[src/inc/rtc_time_pkg.sv]
package rtc_time_pkg;
  localparam int ADDR_W = 4;
  localparam logic [ADDR_W-1:0] OFF_MINUTE = 4'h0;
  localparam logic [ADDR_W-1:0] OFF_SECOND = 4'h4;
  localparam logic [ADDR_W-1:0] OFF_CTRL = 4'h8;
  localparam int TENS_LSB = 4;
  localparam int TENS_MSB = 6;
  localparam int ONES_LSB = 0;
  localparam int ONES_MSB = 3;
  localparam int WEN_BIT = 0;
  localparam logic [2:0] TENS_MAX = 3'h5;
  localparam logic [3:0] ONES_MAX = 4'h9;
  localparam logic [6:0] TIME_RST = 7'h00;
  localparam logic WEN_RST = 1'b0;
endpackage

[src/rtl/rtc_minute_second_regs.sv]
// Behaviour
// - Minutes kept as BCD, tens in bits 6-4 (0-5), ones in 3-0 (0-9); the code stores written digits unchecked, tens up to 7, ones up to F.
// - Seconds tens digit is a 3-bit BCD field in bits 6-4, 0 to 5; the code stores any written value, 0 to 7.
// - Seconds ones digit is a 4-bit BCD field in bits 3-0, 0 to 9; the code stores any written value, 0 to F.
// - Minutes register accepts writes only while clock write enable is 1.
// - Seconds register accepts writes only while clock write enable is 1.
// - Bit 7 of minutes and seconds is unimplemented and reads zero.
`timescale 1ns/100ps
module rtc_minute_second_regs
  import rtc_time_pkg::*;
(
  input wire logic clk_sys_i,
  input wire logic srst_i,
  input wire logic [ADDR_W-1:0] avs_address_i,
  input wire logic avs_read_i,
  input wire logic avs_write_i,
  input wire logic [31:0] avs_writedata_i,
  input wire logic [3:0] avs_byteenable_i,
  output logic [31:0] avs_readdata_o,
  output logic avs_waitrequest_o,
  input wire logic time_load_i,
  input wire logic [6:0] minute_load_i,
  input wire logic [6:0] second_load_i,
  output logic [6:0] minute_value_o,
  output logic [6:0] second_value_o,
  output logic clock_write_enable_o
);

  // Stored time digits
  logic [6:0] minute_q;
  logic [6:0] minute_d;
  logic [6:0] second_q;
  logic [6:0] second_d;

  // Control bit
  logic clock_write_enable_q;
  logic clock_write_enable_d;

  // Bus answer state
  logic [31:0] rdata_q;
  logic [31:0] rdata_d;
  logic ack_q;
  logic ack_d;

  // Address compare shared by every decoder
  function automatic logic addr_hit(
    input logic [ADDR_W-1:0] addr,
    input logic [ADDR_W-1:0] offset
  );
    addr_hit = (addr == offset);
  endfunction

  function automatic logic [6:0] bcd_pack(
    input logic [31:0] word
  );
    logic [2:0] tens;
    logic [3:0] ones;
    tens = word[TENS_MSB:TENS_LSB];
    ones = word[ONES_MSB:ONES_LSB];
    bcd_pack = {tens, ones};
  endfunction

  // time value with zero top bits
  function automatic logic [31:0] time_word(
    input logic [6:0] value
  );
    time_word = {25'h000_0000, value};
  endfunction

  // Control bit widened to a bus word
  function automatic logic [31:0] ctl_word(
    input logic value
  );
    ctl_word = {31'h0000_0000, value};
  endfunction

  // Request decode
  wire req_active;
  wire first_cycle;
  wire take_edge;
  wire lane0_on;
  wire wr_take;
  wire rd_first;

  // Register select
  wire sel_min;
  wire sel_sec;
  wire sel_ctl;

  // Write gates and data
  wire min_we;
  wire sec_we;
  wire ctl_we;
  wire [6:0] wr_digits;
  wire wr_enable_bit;

  // Read path
  wire [31:0] rd_mux;

  assign req_active = avs_read_i | avs_write_i;

  // One wait state: answer comes the cycle after the request
  assign first_cycle = req_active & ~ack_q;
  assign take_edge = req_active & ack_q;
  assign lane0_on = avs_byteenable_i[0];

  // Writes land at the edge where waitrequest is low
  assign wr_take = avs_write_i & take_edge & lane0_on;
  assign rd_first = avs_read_i & first_cycle;

  assign sel_min = addr_hit(avs_address_i, OFF_MINUTE);
  assign sel_sec = addr_hit(avs_address_i, OFF_SECOND);
  assign sel_ctl = addr_hit(avs_address_i, OFF_CTRL);

  assign min_we = wr_take & sel_min & clock_write_enable_q;
  assign sec_we = wr_take & sel_sec & clock_write_enable_q;
  assign ctl_we = wr_take & sel_ctl;

  assign wr_digits = bcd_pack(avs_writedata_i);
  assign wr_enable_bit = avs_writedata_i[WEN_BIT];

  // bit 7 and above read zero
  assign rd_mux = sel_min ? time_word(minute_q) :
                  sel_sec ? time_word(second_q) :
                  sel_ctl ? ctl_word(clock_write_enable_q) :
                  32'h0000_0000;

  // Handshake next state
  always_comb begin
    ack_d = first_cycle;
    rdata_d = rdata_q;
    if (rd_first) begin
      rdata_d = rd_mux;
    end
  end

  always_comb begin
    minute_d = minute_q;
    if (min_we) begin
      minute_d = wr_digits;
    end else if (time_load_i) begin
      minute_d = minute_load_i;
    end
  end

  always_comb begin
    second_d = second_q;
    if (sec_we) begin
      second_d = wr_digits;
    end else if (time_load_i) begin
      second_d = second_load_i;
    end
  end

  // Control bit next value
  always_comb begin
    clock_write_enable_d = clock_write_enable_q;
    if (ctl_we) begin
      clock_write_enable_d = wr_enable_bit;
    end
  end

  always_ff @(posedge clk_sys_i) begin
    if (srst_i) begin
      ack_q <= 1'b0;
    end else begin
      ack_q <= ack_d;
    end
  end

  always_ff @(posedge clk_sys_i) begin
    if (srst_i) begin
      rdata_q <= 32'h0000_0000;
    end else begin
      rdata_q <= rdata_d;
    end
  end

  always_ff @(posedge clk_sys_i) begin
    if (srst_i) begin
      minute_q <= TIME_RST;
    end else begin
      minute_q <= minute_d;
    end
  end

  always_ff @(posedge clk_sys_i) begin
    if (srst_i) begin
      second_q <= TIME_RST;
    end else begin
      second_q <= second_d;
    end
  end

  always_ff @(posedge clk_sys_i) begin
    if (srst_i) begin
      clock_write_enable_q <= WEN_RST;
    end else begin
      clock_write_enable_q <= clock_write_enable_d;
    end
  end

  // Outputs
  assign avs_waitrequest_o = first_cycle;
  assign avs_readdata_o = rdata_q;
  assign minute_value_o = minute_q;
  assign second_value_o = second_q;
  assign clock_write_enable_o = clock_write_enable_q;

endmodule

[config.mk]
export PLATFORM = sky130hd
export DESIGN_NAME = rtc_minute_second_regs
export DESIGN_NICKNAME = d
export VERILOG_FILES = /design/src/inc/rtc_time_pkg.sv /design/src/rtl/rtc_minute_second_regs.sv
export SDC_FILE = /design/constraint.sdc
export NUM_CORES = 1
export LEC_CHECK = 0
export BUFFER_PORTS_ARGS = -buffer_cell sky130_fd_sc_hd__buf_2
export CAP_MARGIN = 10
export CORE_AREA = 2 2 66 68
export DETAILED_ROUTE_END_ITERATION = 8
export DIE_AREA = 0 0 68 70
export PLACE_DENSITY = 0.74
export SYNTH_ARGS = -nofsm -noshare
export SYNTH_HDL_FRONTEND = slang
export SYNTH_SLANG_ARGS = --single-unit
[constraint.sdc]
create_clock -name clk_sys_i -period 1.5 [get_ports clk_sys_i]
set_input_delay 0.15 -clock clk_sys_i [delete_from_list [all_inputs] [get_ports clk_sys_i]]
set_output_delay 0.15 -clock clk_sys_i [all_outputs]
set_load 0.01 [all_outputs]
**After elaboration in Yosys (flattened, before gate mapping)**

Cells that the tools add are included.

- Bits in writable memories: 0
- Output and inout bits: 48
- Memories: 0
- Latch bits: 0
- Input port bits: 59
- Bits in registers: 48
- ROM bits: 0
- Word-level logic and storage cells: 29

- Equal/unequal tests: 2
- Magnitude comparators: 0
- Shifts and indexed selects: 0
- Multiply operators: 0
- Div/mod/pow operators: 0
- Reduce and logical (&&, ||, !) cells: 3
- Mux-type cells: 7
- Add/subtract/negate cells: 0
- Bitwise gates (word level): 12

Operator list:

| operator | number |
|---|---|
| $mux 7 | 6 |
| $and 1x1->1 | 10 |
| $eq 4x3->1 const B | 1 |
| $eq 4x4->1 const B | 1 |
| $logic_not 4->1 | 1 |
| $reduce_bool 2->1 | 2 |
| $mux 1 | 1 |
| $not 1->1 | 1 |
| $or 1x1->1 | 1 |

**Longest topological paths before layout**

Gate-level depths: netlist of the first run.

- Word-level depth: 7
- Gate-level depth with buffers: 5
- Depth with buffers taken out: 3

**Worst setup path after synthesis of the first run**

Ideal clock, no wire load.

- Path type: register to register
- From: reg clock_write_enable_q, in the netlist clock_write_enable_o
- To: reg minute_q[2], in the netlist minute_value_o[2]
- Slack: 0.077 ns
- Buffers on the path: 1
- Stages on the path, launching flop included: 5
- Setup time: 0.119 ns
- Clock period less this slack: 1.423 ns
- Data arrival time: 1.303 ns
- Data required time: 1.381 ns
- Cell sequence: dfxtp_1 > nand4_2 > or4_1 > buf_2 > mux2i_1

- Longest elaborated chain between the ends: 2
- Elaborated cells on any way between the ends: 3
- Those cells by class: mux (1); bitwise (1); reduce/logical (1)

Ends and longest elaborated chain:

| what | line | text |
|---|---|---|
| start: declaration | rtc_minute_second_regs.sv:36 | `logic clock_write_enable_q;` |
| start signal: assignment | rtc_minute_second_regs.sv:199 | `clock_write_enable_q <= clock_write_enable_d;` |
| $and 1x1->1 * | rtc_minute_second_regs.sv:115 | `assign min_we = wr_take & sel_min & clock_write_enable_q;` |
| $mux 7 / $reduce_bool 2->1 (equally long branches) | -- |  |
| end signal: assignment | rtc_minute_second_regs.sv:183 | `minute_q <= minute_d;` |
| end: declaration | rtc_minute_second_regs.sv:30 | `logic [6:0] minute_q;` |

Mark *: on every way between the ends. The rest lies on a longest branch, timed or not.
A chain may end at the register's enable or synchronous reset.

**Final worst setup path of the first run**

- From: reg ack_q
- To: reg minute_q[3], in the netlist minute_value_o[3]

- Longest elaborated chain between the ends: 6
- Elaborated cells on any way between the ends: 7
- Those cells by class: mux (1); bitwise (5); reduce/logical (1)

Ends and longest elaborated chain:

| what | line | text |
|---|---|---|
| start: declaration | rtc_minute_second_regs.sv:42 | `logic ack_q;` |
| start signal: assignment | rtc_minute_second_regs.sv:167 | `ack_q <= ack_d;` |
| $and 1x1->1 * | rtc_minute_second_regs.sv:104 | `assign take_edge = req_active & ack_q;` |
| $and 1x1->1 * (2 in a row) | rtc_minute_second_regs.sv:108 | `assign wr_take = avs_write_i & take_edge & lane0_on;` |
| $and 1x1->1 * (2 in a row) | rtc_minute_second_regs.sv:115 |  |
| $mux 7 / $reduce_bool 2->1 (equally long branches) | -- |  |

Marks and branches as above.

==> qor.yml, run 1 <==
synthesis:
  ys_seq_area_frac: 0.3324
  async_flop_share: 0
  synth_area_leaders: "dfxtp_1 33%, mux2i_1 25%, buf_4 14%"
  yosysTopAreaCell: "dfxtp_1"
  synthFlopType: "dfxtp_1"
  synth-simple-area-share: 0.1960
  synth.avg_cell_area_um2: 9.686
  synth-seq-cells: 23
  synth-edff-count: 0
  syn-cell-area_um2: 1385
  ys_warn_count: 0
  synth_cells: 143
  synth_adder_area_share: 0
  synth_top_cell_area_share: 0.3324
  yosysUniqueCellTypes: 25
  synth_xor_xnor_area_share: 0
  synth_top_family_by_area: "multiplexers"
  synth-compound-area-share: 0.05239
  synth_mux_area_frac: 0.2529
sta:
  finalCritPeriodShare: 0.9377
  rsz0062_at_grt: "no"
  setup_violations: 0
  fin_ws_ns: 0.09338
  fmax_ghz: 0.7109
  slew_viol_final: 0
  whs_ns: 0.1723
  finalHoldViolCount: 0
  tns_ns: 0
  skew_ns: 0.001044
  period_minus_slack_ns: 1.407
clocking:
  clkLatencyLatePin_ns: 0.26
  cts_resized: 0
  cts-hold-fix-buffers: 0
  clk_pin_slew_ns: 0.08
  numCtsBuffers: 3
  cts_root_buf: "clkbuf_8"
  cts.sink_count: 23
  clock_path_buffers: 2
  post_cts_buffers: 0
  cts_tree: "built"
  h-tree-depth: 1
finish:
  syn2layout_area_growth_pct: 23.58
  antennaDiodeCount: 0
  fin_util: 0.4130
  drive_gt1_frac: 0.4208
  layout_common_cells: "53 x buf_2, 35 x mux2i_1, 25 x conb_1"
  nNetsFinal: 262
  final_common_cell: "buf_2"
global_route:
  antenna_found_initial: 0
  grt_pass1_wl_um: 4671
  grt_max_degree: 17
  track_usage: 0.1304
  grt_pass1_vias: 980
  grt-ovfl-total: 0
pwr:
  power_density_nw_per_um2: 750.5
  p_sw_uw: 343.8
  swShare: 0.2676
  vdd.ir_drop.worst_uv: 295.3
  p_comb_frac: 0.195
  p_leak_uw: 0.0008952
  p_int_uw: 940.7
  seqPwrFrac: 0.509
  power_frac_clock: 0.295
route:
  vias: 1119
  ant_nets: 0
  totalWireLength_um: 3097
  firstDrtPassIters: 4
  avgViaCountPerCell: 4.406
  drt-wirelength-per-cell_um: 12.19
  drc: 0
  drt_iter0_markers: 55
floorplan:
  coreArea_um2: 4144
  rows: 24
  num_io_pins: 107
  die_h_um: 70
  die-area_um2: 4760
  initial_core_util: 0.3342
  die_width_um: 68
place:
  post-place-ws_ns: 0.04847
  numPortBuffers: 53
  dp_hpwl_um: 2438
  routabilityCongestion: 0.7313
worst_setup_path:
  cp_data_required_time_ns: 1.64
  critPathArrivalTime_ns: 1.55
  worst_setup_path_end_kind: "flip-flop"
  crit_fanout: 4
  crit_path_start_kind: "flip-flop"
  worst_r2r_path_depth: 3
  critical_path_class: "reg -> reg"
worst_hold_path:
  worstHoldPathType: "in -> reg"
  whs_path_depth: 3
run_status:
  status: "finished, final reports clean"
flow_run:
  maxCapViolations: 0
[through the flow]
step                area [µm²]  power [µW]  instances
floorplan                 1475       862.6        167
global placement          1662       917.1        250
detailed placement        1662       921.9        250
CTS                       1707        1310        254
global route              1712        1357        254
finish                    1712        1285        254
[per-layer routing]
metal / track usage / up-vias / share of wire
met1: 0.1693 / 512 / 0.43
li1: - / 562 / -
met3: 0.01771 / 2 / 0.055
met5: 0 / - / 0
met4: 0.04667 / 0 / 0.010
met2: 0.2157 / 43 / 0.50
[cells in the mapped netlist, types with 2 or more instances]
cell        n
or2_2      15
dfxtp_1    23
o2bb2ai_1   6
inv_1       2
buf_2       4
nand2b_1    8
or4_1       2
nor2_1      6
buf_4      25
mux2i_1    35
clkbuf_1    3
[cell families (layout without fill, tap and decap cells)]
logic type / Yosys count / after routing
buffers and inverters: 34 / 69
other: 1 / 25
AOI/OAI and AO/OA: 9 / 9
muxes: 35 / 35
DFF: 23 / 23
and+or+nand+nor: 41 / 41
[worst paths after layout]
| path | endpoint | start | slack [ns] |
|---|---|---|---|
| max | minute_value_o[3] | ack_q | 0.09 |
| min | minute_value_o[3] | avs_writedata_i[3] | 0.17 |
| max reg2reg | minute_value_o[3] | ack_q | 0.09 |
| min reg2reg | avs_readdata_o[2] | avs_readdata_o[2] | 0.47 |
[critical path: stages (launching register included)]
cell and delay [ns]:
dfxtp_1 0.35, nand4_2 0.13, or4_1 0.64, mux2i_1 0.17
[power groups by stage]
stage,logic [µW],clock network [µW],registers (µW)
2_1_floorplan,184,0,679
3_3_place_gp,249,0,668
3_5_place_dp,253,0,669
4_1_cts,254,401,655
5_1_grt,280,420,658
6_report,251,379,654
[registers in the layout, summed over array words and instances (netlist names)]
signal	cells
avs_readdata_o	7
clock_write_enable_o	1
minute_value_o	7
second_value_o	7
ack_q	1
[cell type report]
cell class | count | area, µm²
fill | 426 | 2432
multi-input combinational | 110 | 793.3
sequential | 23 | 460.4
timing repair buffer | 63 | 340.3
tap | 52 | 65.06
clock buffer | 4 | 45.04
inverter | 2 | 7.507
No activity file was read; power rests on OpenSTA's default activity.
==> run 2, diff against run 1 <==
Settings changed: GPL_TIMING_DRIVEN set to 0.
==> run 2 against run 1 <==
Sequential power barely moved. Clock skew up 0.00088 ns. Die area did not move. Non-clock buffer count grew 21. Critical path depth up 1. Largest cell class unchanged. Largest power group unchanged. First-iteration DRC count down 58%. Highest routed layer unchanged. Clock power about the same. Final cell count is 8.3% higher.
==> qor.yml, run 2 (synthesized netlist as in run 1, its figures left out) <==
place:
  numPortBuffers: 52
  routabilityCongestion: 0.7577
  post-place-ws_ns: -0.02882
  dp_hpwl_um: 2598
  placed_cells: 271
finish:
  fin_util: 0.4481
  fillCellCount: 436
  regArea_um2: 462.9
  multi_input_area_um2: 797.0
  layout_common_cells: "56 x buf_2, 35 x mux2i_1, 25 x buf_4, 25 x conb_1, 21 x dfxtp_1"
  final_common_cell: "buf_2"
  layoutNonFillerInstCount: 275
  drive_gt1_frac: 0.4664
  nNetsFinal: 283
  antennaDiodeCount: 0
  syn2layout_area_growth_pct: 34.06
pwr:
  total_power_uw: 1327
  power_density_nw_per_um2: 714.8
  seqPwrFrac: 0.494
  p_sw_uw: 353.5
  swShare: 0.2663
  vdd.ir_drop.worst_uv: 295.9
  power_frac_clock: 0.285
  p_int_uw: 973.7
  p_comb_frac: 0.220
  p_leak_uw: 0.0009966
clocking:
  cts_tree: "built"
  clkLatencyLatePin_ns: 0.26
  h-tree-depth: 1
  numCtsBuffers: 3
  clk_pin_slew_ns: 0.08
  cts-hold-fix-buffers: 0
  clock_path_buffers: 2
  cts_root_buf: "clkbuf_8"
  cts.sink_count: 23
sta:
  slew_viol_final: 0
  rsz0062_at_grt: "no"
  finalCritPeriodShare: 0.9482
  skew_ns: 0.001925
  finalHoldViolCount: 0
  fmax_ghz: 0.7031
  tns_ns: 0
  setup_violations: 0
  fin_ws_ns: 0.07767
  relSlewSlack: 0.5378
  tightest_slew_ns: 0.6933
  period_minus_slack_ns: 1.422
global_route:
  grt_pass1_wl_um: 5175
  grt-ovfl-total: 0
  grt_pass1_vias: 1137
  grt_max_degree: 13
  track_usage: 0.1429
  antenna_found_initial: 0
floorplan:
  rows: 24
  coreArea_um2: 4144
  initial_core_util: 0.3342
  die_h_um: 70
  die_width_um: 68
  die-area_um2: 4760
  num_io_pins: 107
worst_setup_path:
  cp_data_required_time_ns: 1.65
  crit_path_start_kind: "flip-flop"
  crit_fanout: 5
  r2r_slack_ns: 0.08
  worst_setup_path_end_kind: "flip-flop"
  critical_path_class: "reg -> reg"
  critPathArrivalTime_ns: 1.57
route:
  drt-wirelength-per-cell_um: 12.05
  drt_iter0_markers: 23
  drc: 0
  avgViaCountPerCell: 4.305
  firstDrtPassIters: 4
  ant_nets: 0
  totalWireLength_um: 3314
  vias: 1184
worst_hold_path:
  worstHoldPathType: "in -> reg"
flow_run:
  maxCapViolations: 0
run_status:
  status: "finished, final reports clean"
run 2: cell types whose count changed in the layout (fill, tap and decap cells not counted), sizes merged:
cell / before / now
clkbuf: 4 / 7
buf: 63 / 81
run 2: worst paths after layout:
kind                                   startpoint           endpoint  cells past startpoint
worst max register to register              ack_q  minute_value_o[3]                      4
worst min register to register  avs_readdata_o[5]  avs_readdata_o[5]                      1
worst max-delay path                        ack_q  minute_value_o[3]                      4
worst min-delay path                   avs_read_i              ack_q                      3
run 2: stage by stage:
stage | instance area [µm²] | hold WS [ns]
floorplan | 1475 | 0.3251
global placement | 1800 | 0.4356
detailed placement | 1800 | 0.4464
CTS | 1848 | 0.1706
global route | 1857 | 0.1814
finish | 1857 | 0.1751
run 2: worst max-delay path: stages, from the launching register on:
cell,delay [ns]
dfxtp_2,0.38
nand4_4,0.14
or4_1,0.49
buf_2,0.18
mux2i_1,0.12
run 2: metal layers:
| layer | wire length, µm | vias to the layer above | global-route usage |
|---|---|---|---|
| met5 | 0 | - | 0 |
| met4 | 34 | 0 | 0.04667 |
| met3 | 214 | 2 | 0.008052 |
| met2 | 1694 | 41 | 0.2557 |
| met1 | 1372 | 536 | 0.1766 |
| li1 | - | 605 | - |
run 2: layout make-up:
class,instances,area share
Buffer,32,0.1179
Timing Repair Buffer,52,0.1402
Multi-Input combinational cell,110,0.4292
Inverter,2,0.004043
Clock buffer,4,0.02426
Tap cell,52,0.03504
Sequential cell,23,0.2493
run 2: repair_timing:
action                                  in CTS  in global routing
setup buffers                                0                  0
gates resized for setup                      2                  1
endpoints found under the setup margin       4                  5
run 2: power by group through the flow:
stage	Sequential [µW]	Combinational, µW	Clock (µW)
2_1_floorplan	679	184	0
3_3_place_gp	669	288	0
3_5_place_dp	670	292	0
4_1_cts	656	293	390
5_1_grt	661	325	417
6_report	656	292	379
==> run 3, diff against run 2 <==
Settings changed: CORE_AREA 2 2 66 68 to 2 2 60 62, DIE_AREA 0 0 68 70 to 0 0 62 64, PLACE_DENSITY 0.74 to 0.84.
Clock period 1.5 ns to 1.8 ns, I/O delays scaled along.
==> run 3 against run 2 <==
Non-clock buffer count did not move. Largest cell class unchanged. Die area fell by 17%. Combinational power fell by 17%. Clock power shrank 35%. Sequential share of layout area rose by 0.36 points. Total power decreased by 22%. Critical path type unchanged. Clock skew is essentially flat.
==> qor.yml, run 3 (synthesized netlist as in run 1, its figures left out) <==
sta:
  slew_viol_final: 0
  rsz0062_at_grt: "no"
  fmax_ghz: 0.6567
  skew_ns: 0.001559
  tns_ns: 0
  finalHoldViolCount: 0
  setup_violations: 0
  tightest_slew_ns: 0.6420
  period_minus_slack_ns: 1.523
  finalCritPeriodShare: 0.8459
  relSlewSlack: 0.5720
  fin_ws_ns: 0.2773
finish:
  layoutNonFillerInstCount: 269
  antennaDiodeCount: 0
  syn2layout_area_growth_pct: 31.44
  layout_common_cells: "56 x buf_2, 35 x mux2i_1, 25 x buf_4, 25 x conb_1, 23 x dfxtp_1"
  nNetsFinal: 283
  fin_area_um2: 1821
  drive_gt1_frac: 0.4619
  final_common_cell: "buf_2"
flow_run:
  maxCapViolations: 0
floorplan:
  rows: 21
  coreArea_um2: 3284
  num_io_pins: 107
  die-area_um2: 3968
  die_h_um: 64
  die_width_um: 62
  initial_core_util: 0.4217
route:
  avgViaCountPerCell: 4.353
  vias: 1171
  totalWireLength_um: 3149
  firstDrtPassIters: 4
  ant_nets: 0
  drt_iter0_markers: 15
  drt-wirelength-per-cell_um: 11.71
  drc: 0
clocking:
  numCtsBuffers: 3
  h-tree-depth: 1
  cts_resized: 0
  clk_pin_slew_ns: 0.13
  cts-hold-fix-buffers: 0
  cts_root_buf: "clkbuf_4"
  clock_path_buffers: 2
  cts_tree: "built"
  cts.sink_count: 23
  post_cts_buffers: 0
  clkLatencyLatePin_ns: 0.31
pwr:
  p_leak_uw: 0.0009886
  total_power_uw: 1035
  vdd.ir_drop.worst_uv: 322.9
  power_density_nw_per_um2: 568.6
place:
  placed_cells: 265
  dp_hpwl_um: 2529
  dpl_cell_area_um2: 1793
  routabilityCongestion: 0.7733
  post-place-ws_ns: 0.2850
  numPortBuffers: 52
worst_hold_path:
  worstHoldPathType: "in -> reg"
worst_setup_path:
  crit_fanout: 5
  cp_data_required_time_ns: 2.05
  worst_setup_path_end_kind: "flip-flop"
  critPathArrivalTime_ns: 1.77
  crit_path_start_kind: "flip-flop"
  critical_path_class: "reg -> reg"
global_route:
  antenna_found_initial: 0
  grt-ovfl-total: 0
  track_usage: 0.1685
  grt_pass1_wl_um: 5050
  grt_pass1_vias: 1146
  grt_max_degree: 14
run_status:
  status: "finished, final reports clean"
## run 3: cell types whose count changed in the layout (fill, tap and decap cells not counted), sizes merged
cell    before  now
clkinv       0    1
clkbuf       7    6
## run 3: cell type report
cell class                 instances  area, µm²
buffer                            32      219.0
timing repair buffer              52      260.3
sequential                        23      460.4
clock buffer                       3      22.52
clock inverter                     1      5.005
tap                               46      57.56
inverter                           2      7.507
fill                             323       1464
multi-input combinational        110      788.3
## run 3: path summary, 6_finish.rpt
path | startpoint | end | slack, ns | cells after the start
max | ack_q | minute_value_o[4] | 0.28 | 4
min | avs_writedata_i[5] | second_value_o[5] | 0.14 | 3
max reg2reg | ack_q | minute_value_o[4] | 0.28 | 4
min reg2reg | avs_readdata_o[5] | avs_readdata_o[5] | 0.48 | 1
## run 3: per-layer routing
metal,global-route usage,share of wire,vias up
met5,0,0,-
met4,0.05319,0.0051,0
met3,0.03239,0.058,2
met1,0.1990,0.43,521
li1,-,-,606
met2,0.2943,0.51,42
## run 3: worst max-delay path, stage by stage (launching register included)
cell and delay [ns]:
dfxtp_1 0.42, nand4_2 0.19, or4_1 0.51, buf_2 0.18, mux2i_1 0.17
## run 3: stage by stage
stage	hold slack [ns]	utilization
6_report	0.1362	0.5543
4_1_cts	0.1277	0.5543
3_3_place_gp	0.4407	0.5459
3_5_place_dp	0.4414	0.5459
5_1_grt	0.1402	0.5543
2_1_floorplan	0.3551	-
## run 3: report_power, final
part,switching (µW),internal [µW],total (µW)
clock,162,83.0,246
combinational,119,123,242
sequential,16.9,531,548
total,298,737,1040
